==> config.mk <==
export PLATFORM = sky130hd
export DESIGN_NAME = slk_supervisor
export DESIGN_NICKNAME = d
export VERILOG_FILES = /design/src/verilog/slk_pkg.sv /design/src/verilog/slk_tick_if.sv /design/src/verilog/slk_supervisor.sv /design/src/verilog/slk_tick.sv
export SDC_FILE = /design/constraint.sdc
export NUM_CORES = 1
export LEC_CHECK = 0
export ABC_CLOCK_PERIOD_IN_PS = 4240
export BUFFER_PORTS_ARGS = -buffer_cell sky130_fd_sc_hd__buf_2
export CELL_PAD_IN_SITES_DETAIL_PLACEMENT = 0
export CELL_PAD_IN_SITES_GLOBAL_PLACEMENT = 1
export CORE_AREA = 2 2 183 185
export DETAILED_ROUTE_END_ITERATION = 16
export DIE_AREA = 0 0 185 187
export GPL_TIMING_DRIVEN = 1
export PLACE_DENSITY = 0.82
export SETUP_SLACK_MARGIN = 0.5
export SKIP_LAST_GASP = 1
export SYNTH_ARGS = -nofsm -noshare
export SYNTH_HDL_FRONTEND = slang
export SYNTH_SLANG_ARGS = --single-unit
==> constraint.sdc <==
create_clock -name clock -period 4.24 [get_ports clock]
set_clock_uncertainty 0.2 [all_clocks]
set_input_delay 1.272 -clock clock [delete_from_list [all_inputs] [get_ports clock]]
set_output_delay 1.272 -clock clock [all_outputs]
set_load 0.005 [all_outputs]
==> src/verilog/slk_pkg.sv <==
// Constants, codes and types for the serial link supervisor.
// Assumes a single 20 MHz clock; all settings arrive on the same clock.
package slk_pkg;

  localparam int CLK_HZ = 20_000_000;
  // Time base steps in milliseconds
  localparam int MS_STEP_MS = 1;
  localparam int TENTH_STEP_MS = 100;
  localparam int MS_CYC = CLK_HZ / 1000 * MS_STEP_MS;
  localparam int TENTH_CYC = CLK_HZ / 1000 * TENTH_STEP_MS;

  // Register offsets on the link and the voltage monitor divisor
  localparam logic [15:0] RUN_WORD_ADDR = 16'h0001;
  localparam logic [15:0] VMON_ADDR = 16'h0025;
  localparam logic [15:0] VMON_DIV = 16'h000A;

  // Stop reaction codes
  localparam logic [2:0] STOP_RAMP = 3'h0;
  localparam logic [2:0] STOP_COAST = 3'h1;
  localparam logic [2:0] STOP_FAST = 3'h2;
  localparam logic [2:0] STOP_ALARM = 3'h3;
  localparam logic [2:0] STOP_PRESET = 3'h4;

  localparam logic [1:0] PROTO_MODBUS = 2'h0;
  localparam logic [1:0] RUN_SRC_SERIAL = 2'h2;

  // Settings limits and power-up defaults
  localparam logic [6:0] WAIT_MIN_MS = 7'h05;
  localparam logic [6:0] WAIT_MAX_MS = 7'h41;
  localparam logic [6:0] WAIT_DEF_MS = 7'h05;
  localparam logic [6:0] DET_TIME_MAX = 7'h64;
  localparam logic RTS_CTRL_DEF = 1'b1;
  localparam logic [1:0] PARITY_DEF = 2'h0;

  localparam int STAGE_DEPTH = 4;
  localparam logic [2:0] STAGE_DEPTH_W = 3'h4;

  typedef enum logic [1:0] {
    TX_IDLE = 2'b00,
    TX_WAIT = 2'b01,
    TX_XMIT = 2'b10
  } slk_tx_t;

endpackage

==> src/verilog/slk_tick_if.sv <==
// Time base ticks and their restart requests.
// Assumes both ends share the one system clock.
`timescale 1ns/10ps
interface slk_tick_if;
  logic ms_clr;
  logic tenth_clr;
  logic ms_tick;
  logic tenth_tick;
  modport gen (input ms_clr, input tenth_clr, output ms_tick, output tenth_tick);
  modport use_tick (output ms_clr, output tenth_clr, input ms_tick, input tenth_tick);
endinterface

==> src/verilog/slk_supervisor.sv <==
// Serial link supervisor: loss timeout, stop reaction, response wait,
// RTS, run word decode, voltage monitor scaling and Enter-gated commits.
// Assumes frame decoder, transmitter and settings share the one clock.
`timescale 1ns/10ps

// Functional notes
// - On link fault apply stop reaction: ramp, coast, fast, alarm, preset speed.
// - Detection enable: 0 no link-loss fault, 1 supervision on.
// - No master data longer than detection time raises fault, then reaction.
// - Detection time 0.0 to 10.0 s in tenths, default 2.0 s.
// - Response waits 5 to 65 ms after a message, default 5 ms.
// - Wait time and RTS control sampled only once after power-up.
// - RTS control 0 keeps RTS on; 1 asserts only while sending.
// - Protocol code 0 Modbus default, 1 and 2 automation, 3 BACnet.
// - Voltage monitor register OUTPUT_VOLTAGE_MONITOR in 0.1 V or 1 V units.
// - Commit setting 0 holds parameter writes until one Enter command; code stages at most 4 and drops writes beyond that.
// - Commit setting 1 makes each written parameter effective at once.
// - Method 0: run word bit 0 forward run, bit 1 reverse run.
// - Method 1: bit 0 run or stop, bit 1 selects direction.
// - Parity 0 none, 1 even, 2 odd; taken only at power-up.
module slk_supervisor #(
  parameter int MS_CYC = slk_pkg::MS_CYC,
  parameter int TENTH_CYC = slk_pkg::TENTH_CYC
) (
  input wire logic clock,
  input wire logic arst_n,
  input wire logic [2:0] comm_error_stop_method,
  input wire logic comm_loss_detect_enable,
  input wire logic [6:0] transmit_wait_time,
  input wire logic transmit_enable_control,
  input wire logic [1:0] protocol_select,
  input wire logic [6:0] comm_loss_detect_time,
  input wire logic voltage_monitor_unit,
  input wire logic enter_commit_select,
  input wire logic run_method_select,
  input wire logic [1:0] parity_select,
  input wire logic [1:0] run_source_select,
  input wire logic fault_reset,
  input wire logic msg_valid,
  input wire logic resp_req,
  input wire logic tx_done,
  input wire logic reg_wr,
  input wire logic reg_rd,
  input wire logic [15:0] reg_addr,
  input wire logic [15:0] reg_wdata,
  input wire logic [15:0] vout_dv,
  input wire logic param_wr,
  input wire logic [15:0] param_addr,
  input wire logic [15:0] param_data,
  input wire logic enter_cmd,
  output logic ce_fault,
  output logic [2:0] stop_mode,
  output logic motor_run,
  output logic motor_rev,
  output logic preset_sel,
  output logic tx_start,
  output logic rts,
  output logic [1:0] parity_mode,
  output logic [1:0] protocol,
  output logic [15:0] rd_data,
  output logic rd_ack,
  output logic cmt_valid,
  output logic [15:0] cmt_addr,
  output logic [15:0] cmt_data,
  output logic stage_full
);

  slk_tick_if tk ();

  slk_tick #(.MS_CYC(MS_CYC), .TENTH_CYC(TENTH_CYC)) u_tick (
    .clock(clock),
    .arst_n(arst_n),
    .tk(tk.gen)
  );

  // Power-up captured settings
  logic cap_done_ff, nxt_cap_done;
  logic [6:0] wait_lat_ff, nxt_wait_lat;
  logic rts_lat_ff, nxt_rts_lat;
  logic [1:0] parity_ff, nxt_parity;
  // Loss supervision
  logic [6:0] loss_cnt_ff, nxt_loss_cnt;
  logic fault_ff, nxt_fault;
  logic [6:0] time_lim;
  // Response timing
  slk_pkg::slk_tx_t state_ff, nxt_state;
  logic [6:0] wcnt_ff, nxt_wcnt;
  logic tx_start_ff, nxt_tx_start;
  logic rts_ff, nxt_rts;
  // Run word and drive outputs
  logic [15:0] run_word_ff, nxt_run_word;
  logic run_ff, nxt_run, rev_ff, nxt_rev, preset_ff, nxt_preset;
  logic [2:0] stop_mode_ff, nxt_stop_mode;
  logic [1:0] proto_ff, nxt_proto;
  logic modbus, run_req, rev_req, halt;
  // Register reads
  logic [15:0] rd_data_ff, nxt_rd_data;
  logic rd_ack_ff, nxt_rd_ack;
  // Commit staging
  logic [15:0] stg_addr_ff [slk_pkg::STAGE_DEPTH];
  logic [15:0] stg_data_ff [slk_pkg::STAGE_DEPTH];
  logic [15:0] nxt_stg_addr [slk_pkg::STAGE_DEPTH];
  logic [15:0] nxt_stg_data [slk_pkg::STAGE_DEPTH];
  logic [2:0] stg_cnt_ff, nxt_stg_cnt;
  logic drain_ff, nxt_drain;
  logic cmt_valid_ff, nxt_cmt_valid;
  logic [15:0] cmt_addr_ff, nxt_cmt_addr, cmt_data_ff, nxt_cmt_data;
  logic full_ff, nxt_full;
  logic push, pop;

  assign modbus = (proto_ff == slk_pkg::PROTO_MODBUS);

  always_comb begin
    nxt_cap_done = 1'b1;
    nxt_wait_lat = wait_lat_ff;
    nxt_rts_lat = rts_lat_ff;
    nxt_parity = parity_ff;
    if (!cap_done_ff) begin
      nxt_rts_lat = transmit_enable_control;
      nxt_parity = parity_select;
      if (transmit_wait_time < slk_pkg::WAIT_MIN_MS) begin
        nxt_wait_lat = slk_pkg::WAIT_MIN_MS;
      end else if (transmit_wait_time > slk_pkg::WAIT_MAX_MS) begin
        nxt_wait_lat = slk_pkg::WAIT_MAX_MS;
      end else begin
        nxt_wait_lat = transmit_wait_time;
      end
    end
  end

  always_ff @(posedge clock or negedge arst_n) begin
    if (!arst_n) begin
      cap_done_ff <= 1'b0;
      wait_lat_ff <= slk_pkg::WAIT_DEF_MS;
      rts_lat_ff <= slk_pkg::RTS_CTRL_DEF;
      parity_ff <= slk_pkg::PARITY_DEF;
    end else begin
      cap_done_ff <= nxt_cap_done;
      wait_lat_ff <= nxt_wait_lat;
      rts_lat_ff <= nxt_rts_lat;
      parity_ff <= nxt_parity;
    end
  end

  always_comb begin
    // detection time in tenths, capped at 10.0 s
    time_lim = (comm_loss_detect_time > slk_pkg::DET_TIME_MAX) ?
      slk_pkg::DET_TIME_MAX : comm_loss_detect_time;
    tk.tenth_clr = msg_valid;
    nxt_loss_cnt = loss_cnt_ff;
    // restart per message, idle when disabled
    if (msg_valid || !comm_loss_detect_enable) begin
      nxt_loss_cnt = 7'h00;
    end else if (tk.tenth_tick && loss_cnt_ff <= time_lim) begin
      nxt_loss_cnt = loss_cnt_ff + 7'h01;
    end
    // fault when silence exceeds limit; set beats clear
    nxt_fault = (fault_ff & ~fault_reset) |
      (comm_loss_detect_enable & (loss_cnt_ff > time_lim));
  end

  always_comb begin
    nxt_state = state_ff;
    nxt_wcnt = wcnt_ff;
    nxt_tx_start = 1'b0;
    tk.ms_clr = 1'b0;
    case (state_ff)
      slk_pkg::TX_IDLE: begin
        if (msg_valid && resp_req) begin
          nxt_state = slk_pkg::TX_WAIT;
          nxt_wcnt = 7'h00;
          tk.ms_clr = 1'b1;
        end
      end
      slk_pkg::TX_WAIT: begin
        // hold response for the set wait
        if (wcnt_ff == wait_lat_ff) begin
          nxt_state = slk_pkg::TX_XMIT;
          nxt_tx_start = 1'b1;
        end else if (tk.ms_tick) begin
          nxt_wcnt = wcnt_ff + 7'h01;
        end
      end
      slk_pkg::TX_XMIT: begin
        if (tx_done) begin
          nxt_state = slk_pkg::TX_IDLE;
        end
      end
      default: begin
        nxt_state = slk_pkg::TX_IDLE;
      end
    endcase
    nxt_rts = ~rts_lat_ff | (nxt_state == slk_pkg::TX_XMIT);
  end

  always_comb begin
    nxt_proto = protocol_select;
    nxt_run_word = run_word_ff;
    if (reg_wr && reg_addr == slk_pkg::RUN_WORD_ADDR && modbus &&
        run_source_select == slk_pkg::RUN_SRC_SERIAL) begin
      nxt_run_word = reg_wdata;
    end
    if (run_method_select) begin
      run_req = run_word_ff[0];
      rev_req = run_word_ff[1];
    end else begin
      run_req = run_word_ff[0] ^ run_word_ff[1];
      rev_req = run_word_ff[1] & ~run_word_ff[0];
    end
    halt = fault_ff && comm_error_stop_method <= slk_pkg::STOP_FAST;
    nxt_run = run_req & ~halt & (run_source_select == slk_pkg::RUN_SRC_SERIAL);
    nxt_rev = rev_req;
    nxt_preset = fault_ff && comm_error_stop_method == slk_pkg::STOP_PRESET;
    nxt_stop_mode = (comm_error_stop_method > slk_pkg::STOP_PRESET) ?
      slk_pkg::STOP_ALARM : comm_error_stop_method;
    nxt_rd_ack = reg_rd;
    nxt_rd_data = 16'h0000;
    if (reg_rd && reg_addr == slk_pkg::RUN_WORD_ADDR) begin
      nxt_rd_data = run_word_ff;
    end else if (reg_rd && reg_addr == slk_pkg::VMON_ADDR && modbus) begin
      nxt_rd_data = voltage_monitor_unit ? (vout_dv / slk_pkg::VMON_DIV) : vout_dv;
    end
  end

  always_comb begin
    pop = drain_ff && stg_cnt_ff != 3'h0;
    // stage writes while Enter is required
    push = param_wr && modbus && !enter_commit_select &&
      (stg_cnt_ff != slk_pkg::STAGE_DEPTH_W || pop);
    for (int i = 0; i < slk_pkg::STAGE_DEPTH; i++) begin
      nxt_stg_addr[i] = stg_addr_ff[i];
      nxt_stg_data[i] = stg_data_ff[i];
      if (pop && i < slk_pkg::STAGE_DEPTH - 1) begin
        nxt_stg_addr[i] = stg_addr_ff[i + 1];
        nxt_stg_data[i] = stg_data_ff[i + 1];
      end
      if (push && 3'(i) == stg_cnt_ff - {2'b00, pop}) begin
        nxt_stg_addr[i] = param_addr;
        nxt_stg_data[i] = param_data;
      end
    end
    nxt_stg_cnt = stg_cnt_ff - {2'b00, pop} + {2'b00, push};
    nxt_drain = (drain_ff | (enter_cmd & ~enter_commit_select)) & (nxt_stg_cnt != 3'h0);
    nxt_full = (nxt_stg_cnt == slk_pkg::STAGE_DEPTH_W);
    nxt_cmt_valid = 1'b0;
    nxt_cmt_addr = cmt_addr_ff;
    nxt_cmt_data = cmt_data_ff;
    if (param_wr && modbus && enter_commit_select) begin
      nxt_cmt_valid = 1'b1;
      nxt_cmt_addr = param_addr;
      nxt_cmt_data = param_data;
    end else if (pop) begin
      nxt_cmt_valid = 1'b1;
      nxt_cmt_addr = stg_addr_ff[0];
      nxt_cmt_data = stg_data_ff[0];
    end
  end

  always_ff @(posedge clock or negedge arst_n) begin
    if (!arst_n) begin
      loss_cnt_ff <= 7'h00;
      fault_ff <= 1'b0;
      state_ff <= slk_pkg::TX_IDLE;
      wcnt_ff <= 7'h00;
      tx_start_ff <= 1'b0;
      rts_ff <= 1'b0;
      proto_ff <= slk_pkg::PROTO_MODBUS;
      run_word_ff <= 16'h0000;
      run_ff <= 1'b0;
      rev_ff <= 1'b0;
      preset_ff <= 1'b0;
      stop_mode_ff <= slk_pkg::STOP_ALARM;
      rd_data_ff <= 16'h0000;
      rd_ack_ff <= 1'b0;
      for (int i = 0; i < slk_pkg::STAGE_DEPTH; i++) begin
        stg_addr_ff[i] <= 16'h0000;
        stg_data_ff[i] <= 16'h0000;
      end
      stg_cnt_ff <= 3'h0;
      drain_ff <= 1'b0;
      full_ff <= 1'b0;
      cmt_valid_ff <= 1'b0;
      cmt_addr_ff <= 16'h0000;
      cmt_data_ff <= 16'h0000;
    end else begin
      loss_cnt_ff <= nxt_loss_cnt;
      fault_ff <= nxt_fault;
      state_ff <= nxt_state;
      wcnt_ff <= nxt_wcnt;
      tx_start_ff <= nxt_tx_start;
      rts_ff <= nxt_rts;
      proto_ff <= nxt_proto;
      run_word_ff <= nxt_run_word;
      run_ff <= nxt_run;
      rev_ff <= nxt_rev;
      preset_ff <= nxt_preset;
      stop_mode_ff <= nxt_stop_mode;
      rd_data_ff <= nxt_rd_data;
      rd_ack_ff <= nxt_rd_ack;
      stg_addr_ff <= nxt_stg_addr;
      stg_data_ff <= nxt_stg_data;
      stg_cnt_ff <= nxt_stg_cnt;
      drain_ff <= nxt_drain;
      full_ff <= nxt_full;
      cmt_valid_ff <= nxt_cmt_valid;
      cmt_addr_ff <= nxt_cmt_addr;
      cmt_data_ff <= nxt_cmt_data;
    end
  end

  assign ce_fault = fault_ff;
  assign stop_mode = stop_mode_ff;
  assign motor_run = run_ff;
  assign motor_rev = rev_ff;
  assign preset_sel = preset_ff;
  assign tx_start = tx_start_ff;
  assign rts = rts_ff;
  assign parity_mode = parity_ff;
  assign protocol = proto_ff;
  assign rd_data = rd_data_ff;
  assign rd_ack = rd_ack_ff;
  assign cmt_valid = cmt_valid_ff;
  assign cmt_addr = cmt_addr_ff;
  assign cmt_data = cmt_data_ff;
  assign stage_full = full_ff;
endmodule

==> src/verilog/slk_tick.sv <==
// Millisecond and tenth-second enable pulses, each restartable.
// Assumes clear requests come from logic on the same clock.
`timescale 1ns/10ps
module slk_tick #(
  parameter int MS_CYC = slk_pkg::MS_CYC,
  parameter int TENTH_CYC = slk_pkg::TENTH_CYC
) (
  input wire logic clock,
  input wire logic arst_n,
  slk_tick_if.gen tk
);

  logic [21:0] ms_cnt_ff;
  logic [21:0] tenth_cnt_ff;
  logic ms_tick_ff;
  logic tenth_tick_ff;
  logic [21:0] nxt_ms_cnt;
  logic [21:0] nxt_tenth_cnt;
  logic nxt_ms_tick;
  logic nxt_tenth_tick;

  always_comb begin
    nxt_ms_tick = 1'b0;
    nxt_tenth_tick = 1'b0;
    nxt_ms_cnt = ms_cnt_ff + 22'h000001;
    nxt_tenth_cnt = tenth_cnt_ff + 22'h000001;
    if (tk.ms_clr) begin
      nxt_ms_cnt = 22'h000000;
    end else if (ms_cnt_ff == 22'(MS_CYC - 1)) begin
      nxt_ms_cnt = 22'h000000;
      nxt_ms_tick = 1'b1;
    end
    if (tk.tenth_clr) begin
      nxt_tenth_cnt = 22'h000000;
    end else if (tenth_cnt_ff == 22'(TENTH_CYC - 1)) begin
      nxt_tenth_cnt = 22'h000000;
      nxt_tenth_tick = 1'b1;
    end
  end

  always_ff @(posedge clock or negedge arst_n) begin
    if (!arst_n) begin
      ms_cnt_ff <= 22'h000000;
      tenth_cnt_ff <= 22'h000000;
      ms_tick_ff <= 1'b0;
      tenth_tick_ff <= 1'b0;
    end else begin
      ms_cnt_ff <= nxt_ms_cnt;
      tenth_cnt_ff <= nxt_tenth_cnt;
      ms_tick_ff <= nxt_ms_tick;
      tenth_tick_ff <= nxt_tenth_tick;
    end
  end

  assign tk.ms_tick = ms_tick_ff;
  assign tk.tenth_tick = tenth_tick_ff;

endmodule

==> results of run 1 <==
worst paths after layout:
kind,start,to,slack (ns),depth (start not counted)
worst max-delay path,vout_dv[11],rd_data[0]$_DFF_PN0_,-0.51,17
worst min-delay path,rts_lat_ff$_DFFE_PN1N_,rts$_DFF_PN0_,0.24,1
worst max register to register,stg_cnt_ff[2]$_DFF_PN0_,stg_data_ff[60]$_DFFE_PN0P_,1.22,11
worst min register to register,rts_lat_ff$_DFFE_PN1N_,rts$_DFF_PN0_,0.24,1
max in group asynchronous,arst_n,rd_data[14]$_DFF_PN0_,2.44,2
min in group asynchronous,arst_n,rd_data[1]$_DFF_PN0_,0.51,1
metal layers:
metal  part of all wire  up-vias  track usage  wire, um
met3              0.044       47       0.0370      1570
li1                   -     5771            -         -
met5            0.00077        -            0        27
met1               0.46     5767        0.282     16200
met4              0.017        4       0.0476       605
met2               0.48      245        0.336     16900
final cells by class:
cell class | instances | area [um2]
repair buffers | 293 | 1910
fillers | 2987 | 14900
diodes | 2 | 5.00
inverters | 36 | 135
well taps | 448 | 561
clock buffers | 50 | 961
clock inverters | 8 | 113
flip-flops and latches | 283 | 7090
multi-input cells | 1092 | 7190
cells in the final DEF (no fill, tap or decap), types with 11 or more instances in the layout:
cell type,netlist,final
nand2_1,253,250
a22o_1,12,12
a21oi_1,34,32
nor2b_1,11,11
buf_6,6,12
buf_4,0,98
a31oi_1,72,71
and3_1,17,16
clkbuf_16,0,34
nand4_1,17,17
dfrtp_1,278,278
buf_2,4,174
ha_1,16,16
mux2_2,53,53
inv_1,35,34
nand2b_1,12,12
o21ai_0,107,100
xor2_1,33,33
clkbuf_1,65,11
xnor2_1,23,22
or3_1,13,12
mux2i_1,69,68
nand3_1,33,30
nor2_1,148,146
power groups by stage:
stage	Combinational (mW)	Clock [mW]	Sequential [mW]
after floorplan	1.88	0	3.80
after global placement	2.60	0	3.87
after detailed placement	2.66	0	3.90
after CTS	2.74	2.89	3.86
after global routing	3.11	3.00	3.95
final	2.78	2.81	3.86
through the flow:
stage,worst slack [ns],util,power (mW)
4_1_cts,-0.432,0.538,9.48
2_1_floorplan,-0.620,-,5.68
6_report,-0.512,0.547,9.45
3_5_place_dp,-1.15,0.500,6.56
3_3_place_gp,-1.09,0.500,6.46
5_1_grt,-0.633,0.547,10.1
cells by family (layout without fill, tap and decap cells):
kind of cell    after synthesis  in the layout
mux                         122            122
simple gates                573            573
buf+inv                     125            387
fa+ha+maj                    19             19
compound gates              321            321
flops                       283            283
other cells                   1              3
xor+xnor                     56             56
worst register-to-register path, cell delays in order, from the launching register on:
cell	delay, ns
dfrtp_1	0.42
o31ai_4	0.27
inv_2	0.06
ha_1	0.18
ha_1	0.19
xnor2_1	0.25
nand2_1	0.16
inv_1	0.13
nand3_2	0.47
buf_12	0.38
nor2_1	0.11
a31oi_1	0.06
flip-flops by register name, indices dropped and copies added (netlist names), 2 cells and up:
register	cells
u_tick.tenth_cnt_ff	22
wait_lat_ff	7
u_tick.ms_cnt_ff	22
run_word_ff	16
stop_mode	3
stg_addr_ff	64
stg_data_ff	64
loss_cnt_ff	7
protocol	2
parity_mode	2
wcnt_ff	7
cmt_addr	16
cmt_data	16
stg_cnt_ff	3
state_ff	2
rd_data	16
what timing repair did:
item,CTS,global route
endpoints found under the setup margin,7,8
gates resized for setup,31,48
setup buffers,7,6
hold buffers,0,0
pin swaps,21,20
==> metrics.md, run 1 <==
| Metric | Value |
|---|---|
| Outcome | `finished with violations` |
| Failing checks | `negative setup slack` |
| Final net count | `1874` |
| First-pass GRT wire length | `58300 um` |
| RSZ-0062 raised after global routing | `yes` |
| Async S/R FF share, synth | `1.00` |
| Sequential area share after synthesis | `0.488` |
| Crit path top cell by count | `buf_4` |
| Crit path max fanout | `7` |
| Root Buffer | `clkbuf_16` |
| Critical path arrival | `4.94 ns` |
| Area Overhead vs Synth | `23.6%` |
| Initial antenna violation count | `4` |
| Final HPWL DP | `23700 um` |
| TNS Setup | `-1.36 ns` |
| Final instance area | `0.0180 mm2` |
| Logic pwr share | `0.294` |
| Avg WL per Cell | `16.0 um` |
| CTS tree | `yes` |
| Std cell rows | `67` |
| H-tree levels | `2` |
| Max VDD drop | `529 uV` |
| Total die area | `0.0346 mm2` |
| WP data required | `4.43 ns` |
| EDFF count, synth | `0` |
| Sequential group share of total power | `0.408` |
| Worst path bufs/invs | `3` |
| TritonCTS Buffers | `34` |
| DIE HEIGHT | `187 um` |
| Iter 0 DRT Violations | `783` |
| Io pins | `182` |
| Placed inst area | `0.0164 mm2` |
| Pins Over Slew Limit | `0` |
| Cell area after synthesis | `0.0145 mm2` |
| Clock transition at path regs | `0.06 ns` |
| CTS Buffer Depth | `3` |
| Synth Area in Simple Gates | `0.180` |
| DRT Pass-1 Iters | `5` |
| Number of synthesis warnings | `0` |
| Fin crit share | `1.12` |
| Final wirelength | `35300 um` |
| Post-route insts no fill | `2212` |
| CP max-delay cell | `or4_4` |
| Starting Density | `0.442` |
| Synth cell types | `98` |
| Max-cap violations | `0` |
| Grt ovf | `0` |
| Pint | `6.34 mW` |
| Crit-path cells | `buf_8 -> or3_4 -> a211o_1 -> a22oi_4 -> and4b_2 -> a311oi_2 -> buf_4 -> or2_4 -> or4_4 -> o221ai_4 -> nor4_1 -> o31a_1 -> buf_4 -> o221ai_1 -> nand3b_1 -> a211oi_1 -> o32ai_2` |
| Mux cell area share after synthesis | `0.0886` |
| GPL Wtd Cong | `0.842` |
| Final Hold Violating Endpoints | `0` |
| Compound-Gate Fraction of Synth Area | `0.151` |
| Share of cells above drive strength 1 | `0.277` |
| Worst hold slack | `0.244 ns` |
| Clock latency at the later pin of the worst-skew pair | `0.52 ns` |
| Placed Cells incl. Taps | `2139` |
| Adder-cell share of the synthesized area | `0.0159` |
| Largest net degree at the start of global routing | `74` |
| Slew margin rel. | `0.391` |
| Post-synthesis net count | `1634` |
| Synthesized instance count | `1500` |
| Top cells by area, synth | `dfrtp_1 48%, nand2_1 6.5%, mux2i_1 4.8%` |
| Psw | `3.10 mW` |
| Via-to-Cell Ratio | `5.35` |
| Die span in x | `185 um` |
| Leading area contributor after synthesis | `dfrtp_1` |
| DR vias | `11800` |
| Total GRT Usage | `0.205` |
| Top cells by count, synth | `278 x dfrtp_1, 253 x nand2_1, 148 x nor2_1` |
| Top cell type's share of synthesized area | `0.479` |
| Core ar. | `0.0329 mm2` |
| DRC Markers | `0` |
| Actual slew at the worst max-slew pin | `0.914 ns` |
| P_leak | `8.45 nW` |
| Final min period | `4.75 ns` |
| CP endpoint kind | `flop` |
| Vias in the first global route | `11500` |
| Port bufs | `181` |
| XOR/XNOR Fraction of Synth Area | `0.0337` |
| Startpoint types | `input pin` |
| Power share of the clock group | `0.297` |
| CTS sink cnt | `283` |
| Fmax | `210 MHz` |
| Crit path kind | `in2reg` |
| Most frequent cell after synthesis | `dfrtp_1` |
| Sw Share | `0.328` |
| Final setup viols | `4` |
| Mean area per synthesized cell | `9.69 um2` |
| Routed Antenna Nets | `0` |
| Synthesis-stage register bit count | `283` |
| Worst path max stage delay | `0.55 ns` |
| Crit path max-delay family | `compound AO/OA/AOI/OAI gates` |
| Worst hold path type | `reg2reg` |
| Largest family of logic cells by synthesized area | `simple AND/OR/NAND/NOR gates` |
| Power density cells | `526 mW/mm2` |
| Worst Slack Setup Final | `-0.512 ns` |
| Ys flop type | `dfrtp_1` |
Note: power is estimated with default switching activity, not from simulation.
==> run 2: changes to the inputs <==
CORE_AREA = 2 2 164 206   (was 2 2 183 185)
DIE_AREA = 0 0 166 208   (was 0 0 185 187)
==> metrics.md, run 2 (synthesis results as in run 1) <==
| Metric | Value |
|---|---|
| GPL Wtd Cong | `0.883 (+4.8%)` |
| Fmax | `210 MHz (-0.16%)` |
| Worst Slack Setup Final | `-0.520 ns (-0.00748 ns)` |
| CTS Buffer Depth | `3 (unchanged)` |
| Pins Over Slew Limit | `0 (unchanged)` |
| Iter 0 DRT Violations | `664 (-15%)` |
| Critical path arrival | `5.02 ns (+0.08 ns)` |
| P_leak | `8.48 nW (+0.32%)` |
| Worst hold path type | `reg2reg` |
| Via-to-Cell Ratio | `5.43 (+1.4%)` |
| Clock transition at path regs | `0.06 ns (about the same)` |
| Final net count | `1873 (-0.053%)` |
| First-pass GRT wire length | `59000 um (+1.3%)` |
| H-tree levels | `1 (-1)` |
| Reg2Reg Setup Slack | `1.21 ns (about the same)` |
| Root Buffer | `clkbuf_16` |
| Vias in the first global route | `11800 (+3.0%)` |
| Crit path max-delay family | `compound AO/OA/AOI/OAI gates` |
| Power density cells | `513 mW/mm2 (-2.4%)` |
| Actual slew at the worst max-slew pin | `1.18 ns (+0.270 ns)` |
| Initial antenna violation count | `9 (+5)` |
| Worst path bufs/invs | `6 (+3)` |
| Core ar. | `0.0325 mm2 (-1.1%)` |
| WP data required | `4.50 ns (+0.07 ns)` |
| Slew margin rel. | `0.210 (-0.180)` |
| CP max-delay cell | `o211ai_1` |
| DIE HEIGHT | `208 um (+11%)` |
| Port bufs | `181 (unchanged)` |
| Total die area | `0.0345 mm2 (-0.19%)` |
| Outcome | `finished with violations` |
| CP endpoint kind | `flop` |
| DR vias | `11900 (+0.14%)` |
| Commonest non-fill, non-tap cell in the layout | `dfrtp_1` |
| Die span in x | `166 um (-10%)` |
| Total power | `9.23 mW (-2.3%)` |
| DRT Pass-1 Iters | `5 (unchanged)` |
| Std cell rows | `74 (+10%)` |
| Crit path kind | `in2reg` |
| Routed Antenna Nets | `0 (unchanged)` |
| Final wirelength | `35900 um (+1.7%)` |
| Final instance area | `0.0180 mm2 (+0.17%)` |
| Final min period | `4.76 ns (+0.00748 ns)` |
| Worst hold slack | `0.244 ns (-0.0000570 ns)` |
| Final HPWL DP | `24200 um (+2.2%)` |
| Largest net degree at the start of global routing | `91 (+23%)` |
| Worst path max stage delay | `0.36 ns (-0.19 ns)` |
| Most frequent cells in the layout | `278 x dfrtp_1, 249 x nand2_1, 176 x buf_2, 146 x nor2_1, 99 x o21ai_0` |
| Total GRT Usage | `0.202 (-0.00263)` |
| CTS tree | `yes` |
| Avg WL per Cell | `16.4 um (+3.0%)` |
| Crit path max fanout | `7 (unchanged)` |
| Crit path top cell by count | `buf_4` |
| Startpoint types | `input pin` |
| TritonCTS Buffers | `30 (-12%)` |
| Area Overhead vs Synth | `23.8%` |
| Final Util | `0.554 (+0.00703)` |
| Grt ovf | `0 (unchanged)` |
| RSZ-0062 raised after global routing | `yes` |
| Starting Density | `0.447 (+0.00494)` |
| CTS sink cnt | `283 (unchanged)` |
| Crit-path cells | `buf_12 -> buf_4 -> or2_1 -> buf_4 -> a21o_1 -> a31o_4 -> buf_4 -> o21ai_0 -> nand4b_1 -> buf_4 -> a31o_2 -> o211ai_1 -> nand3_2 -> buf_6 -> o31a_1 -> o22ai_4 -> a22oi_1 -> a21o_1 -> o32ai_2` |
| Fin crit share | `1.12 (+0.00176)` |
| Failing checks | `negative setup slack` |
| Max VDD drop | `500 uV (-5.5%)` |
| Io pins | `182 (unchanged)` |
| Placed inst area | `0.0163 mm2 (-0.51%)` |
| DRC Markers | `0 (unchanged)` |
| Clock latency at the later pin of the worst-skew pair | `0.56 ns (+0.04 ns)` |
| Max-cap violations | `0 (unchanged)` |
| Share of cells above drive strength 1 | `0.282 (+0.00486)` |
| Biggest regs | `stg_addr_ff x64, stg_data_ff x64` |
| Final setup viols | `4 (unchanged)` |
| Final Hold Violating Endpoints | `0 (unchanged)` |
-- run 2: timing repair --
| item | in CTS | in global routing |
|---|---|---|
| hold buffers | 0 | 0 |
| endpoints found under the setup margin | 6 | 7 |
| cloned | 0 | 1 |
| pin swaps | 42 | 22 |
| gates resized for setup | 58 | 48 |
| buffers inserted | 10 | 7 |
-- run 2: power by group --
part	total, mW	switching (mW)	internal [mW]
clock	2.55	1.06	1.50
sequential	3.85	0.406	3.44
combinational	2.83	1.55	1.28
-- run 2: cell type report --
cell class	instances	area [um2]
inverters	36	135
flip-flops and latches	283	7090
repair buffers	296	1940
diodes	6	15.0
well taps	418	523
clock buffers	46	891
multi-input cells	1092	7330
clock inverters	7	75.1
fillers	2875	14500
-- run 2: per-layer routing --
metal | vias to the layer above | track usage | part of all wire
met4 | 6 | 0.0603 | 0.025
met5 | - | 0 | 0.0012
met2 | 248 | 0.359 | 0.51
li1 | 5771 | - | -
met1 | 5763 | 0.248 | 0.42
met3 | 63 | 0.0413 | 0.050
-- run 2: final timing paths --
path | start | to | cells after the start
setup / recovery | vout_dv[15] | rd_data[0]$_DFF_PN0_ | 19
hold / removal | rts_lat_ff$_DFFE_PN1N_ | rts$_DFF_PN0_ | 1
setup reg to reg | stg_cnt_ff[2]$_DFF_PN0_ | cmt_data[5]$_DFFE_PN0P_ | 5
hold reg to reg | rts_lat_ff$_DFFE_PN1N_ | rts$_DFF_PN0_ | 1
max in group asynchronous | arst_n | rd_data[10]$_DFF_PN0_ | 2
min in group asynchronous | arst_n | u_tick.tenth_cnt_ff[21]$_DFF_PN0_ | 1
-- run 2: stage by stage --
step	setup TNS, ns	instances	setup WS, ns
5_1_grt	-1.90	2181	-0.617
6_report	-1.39	2184	-0.520
3_3_place_gp	-4.88	2107	-1.14
2_1_floorplan	-1.75	1500	-0.620
4_1_cts	-1.06	2170	-0.409
3_5_place_dp	-5.17	2107	-1.15
-- run 2: worst register-to-register path: stages (launching register included) --
cell     delay [ns]
dfrtp_1        0.42
o31ai_4        0.28
buf_4          0.54
buf_4          0.98
mux2i_1        0.36
o21ai_0        0.10
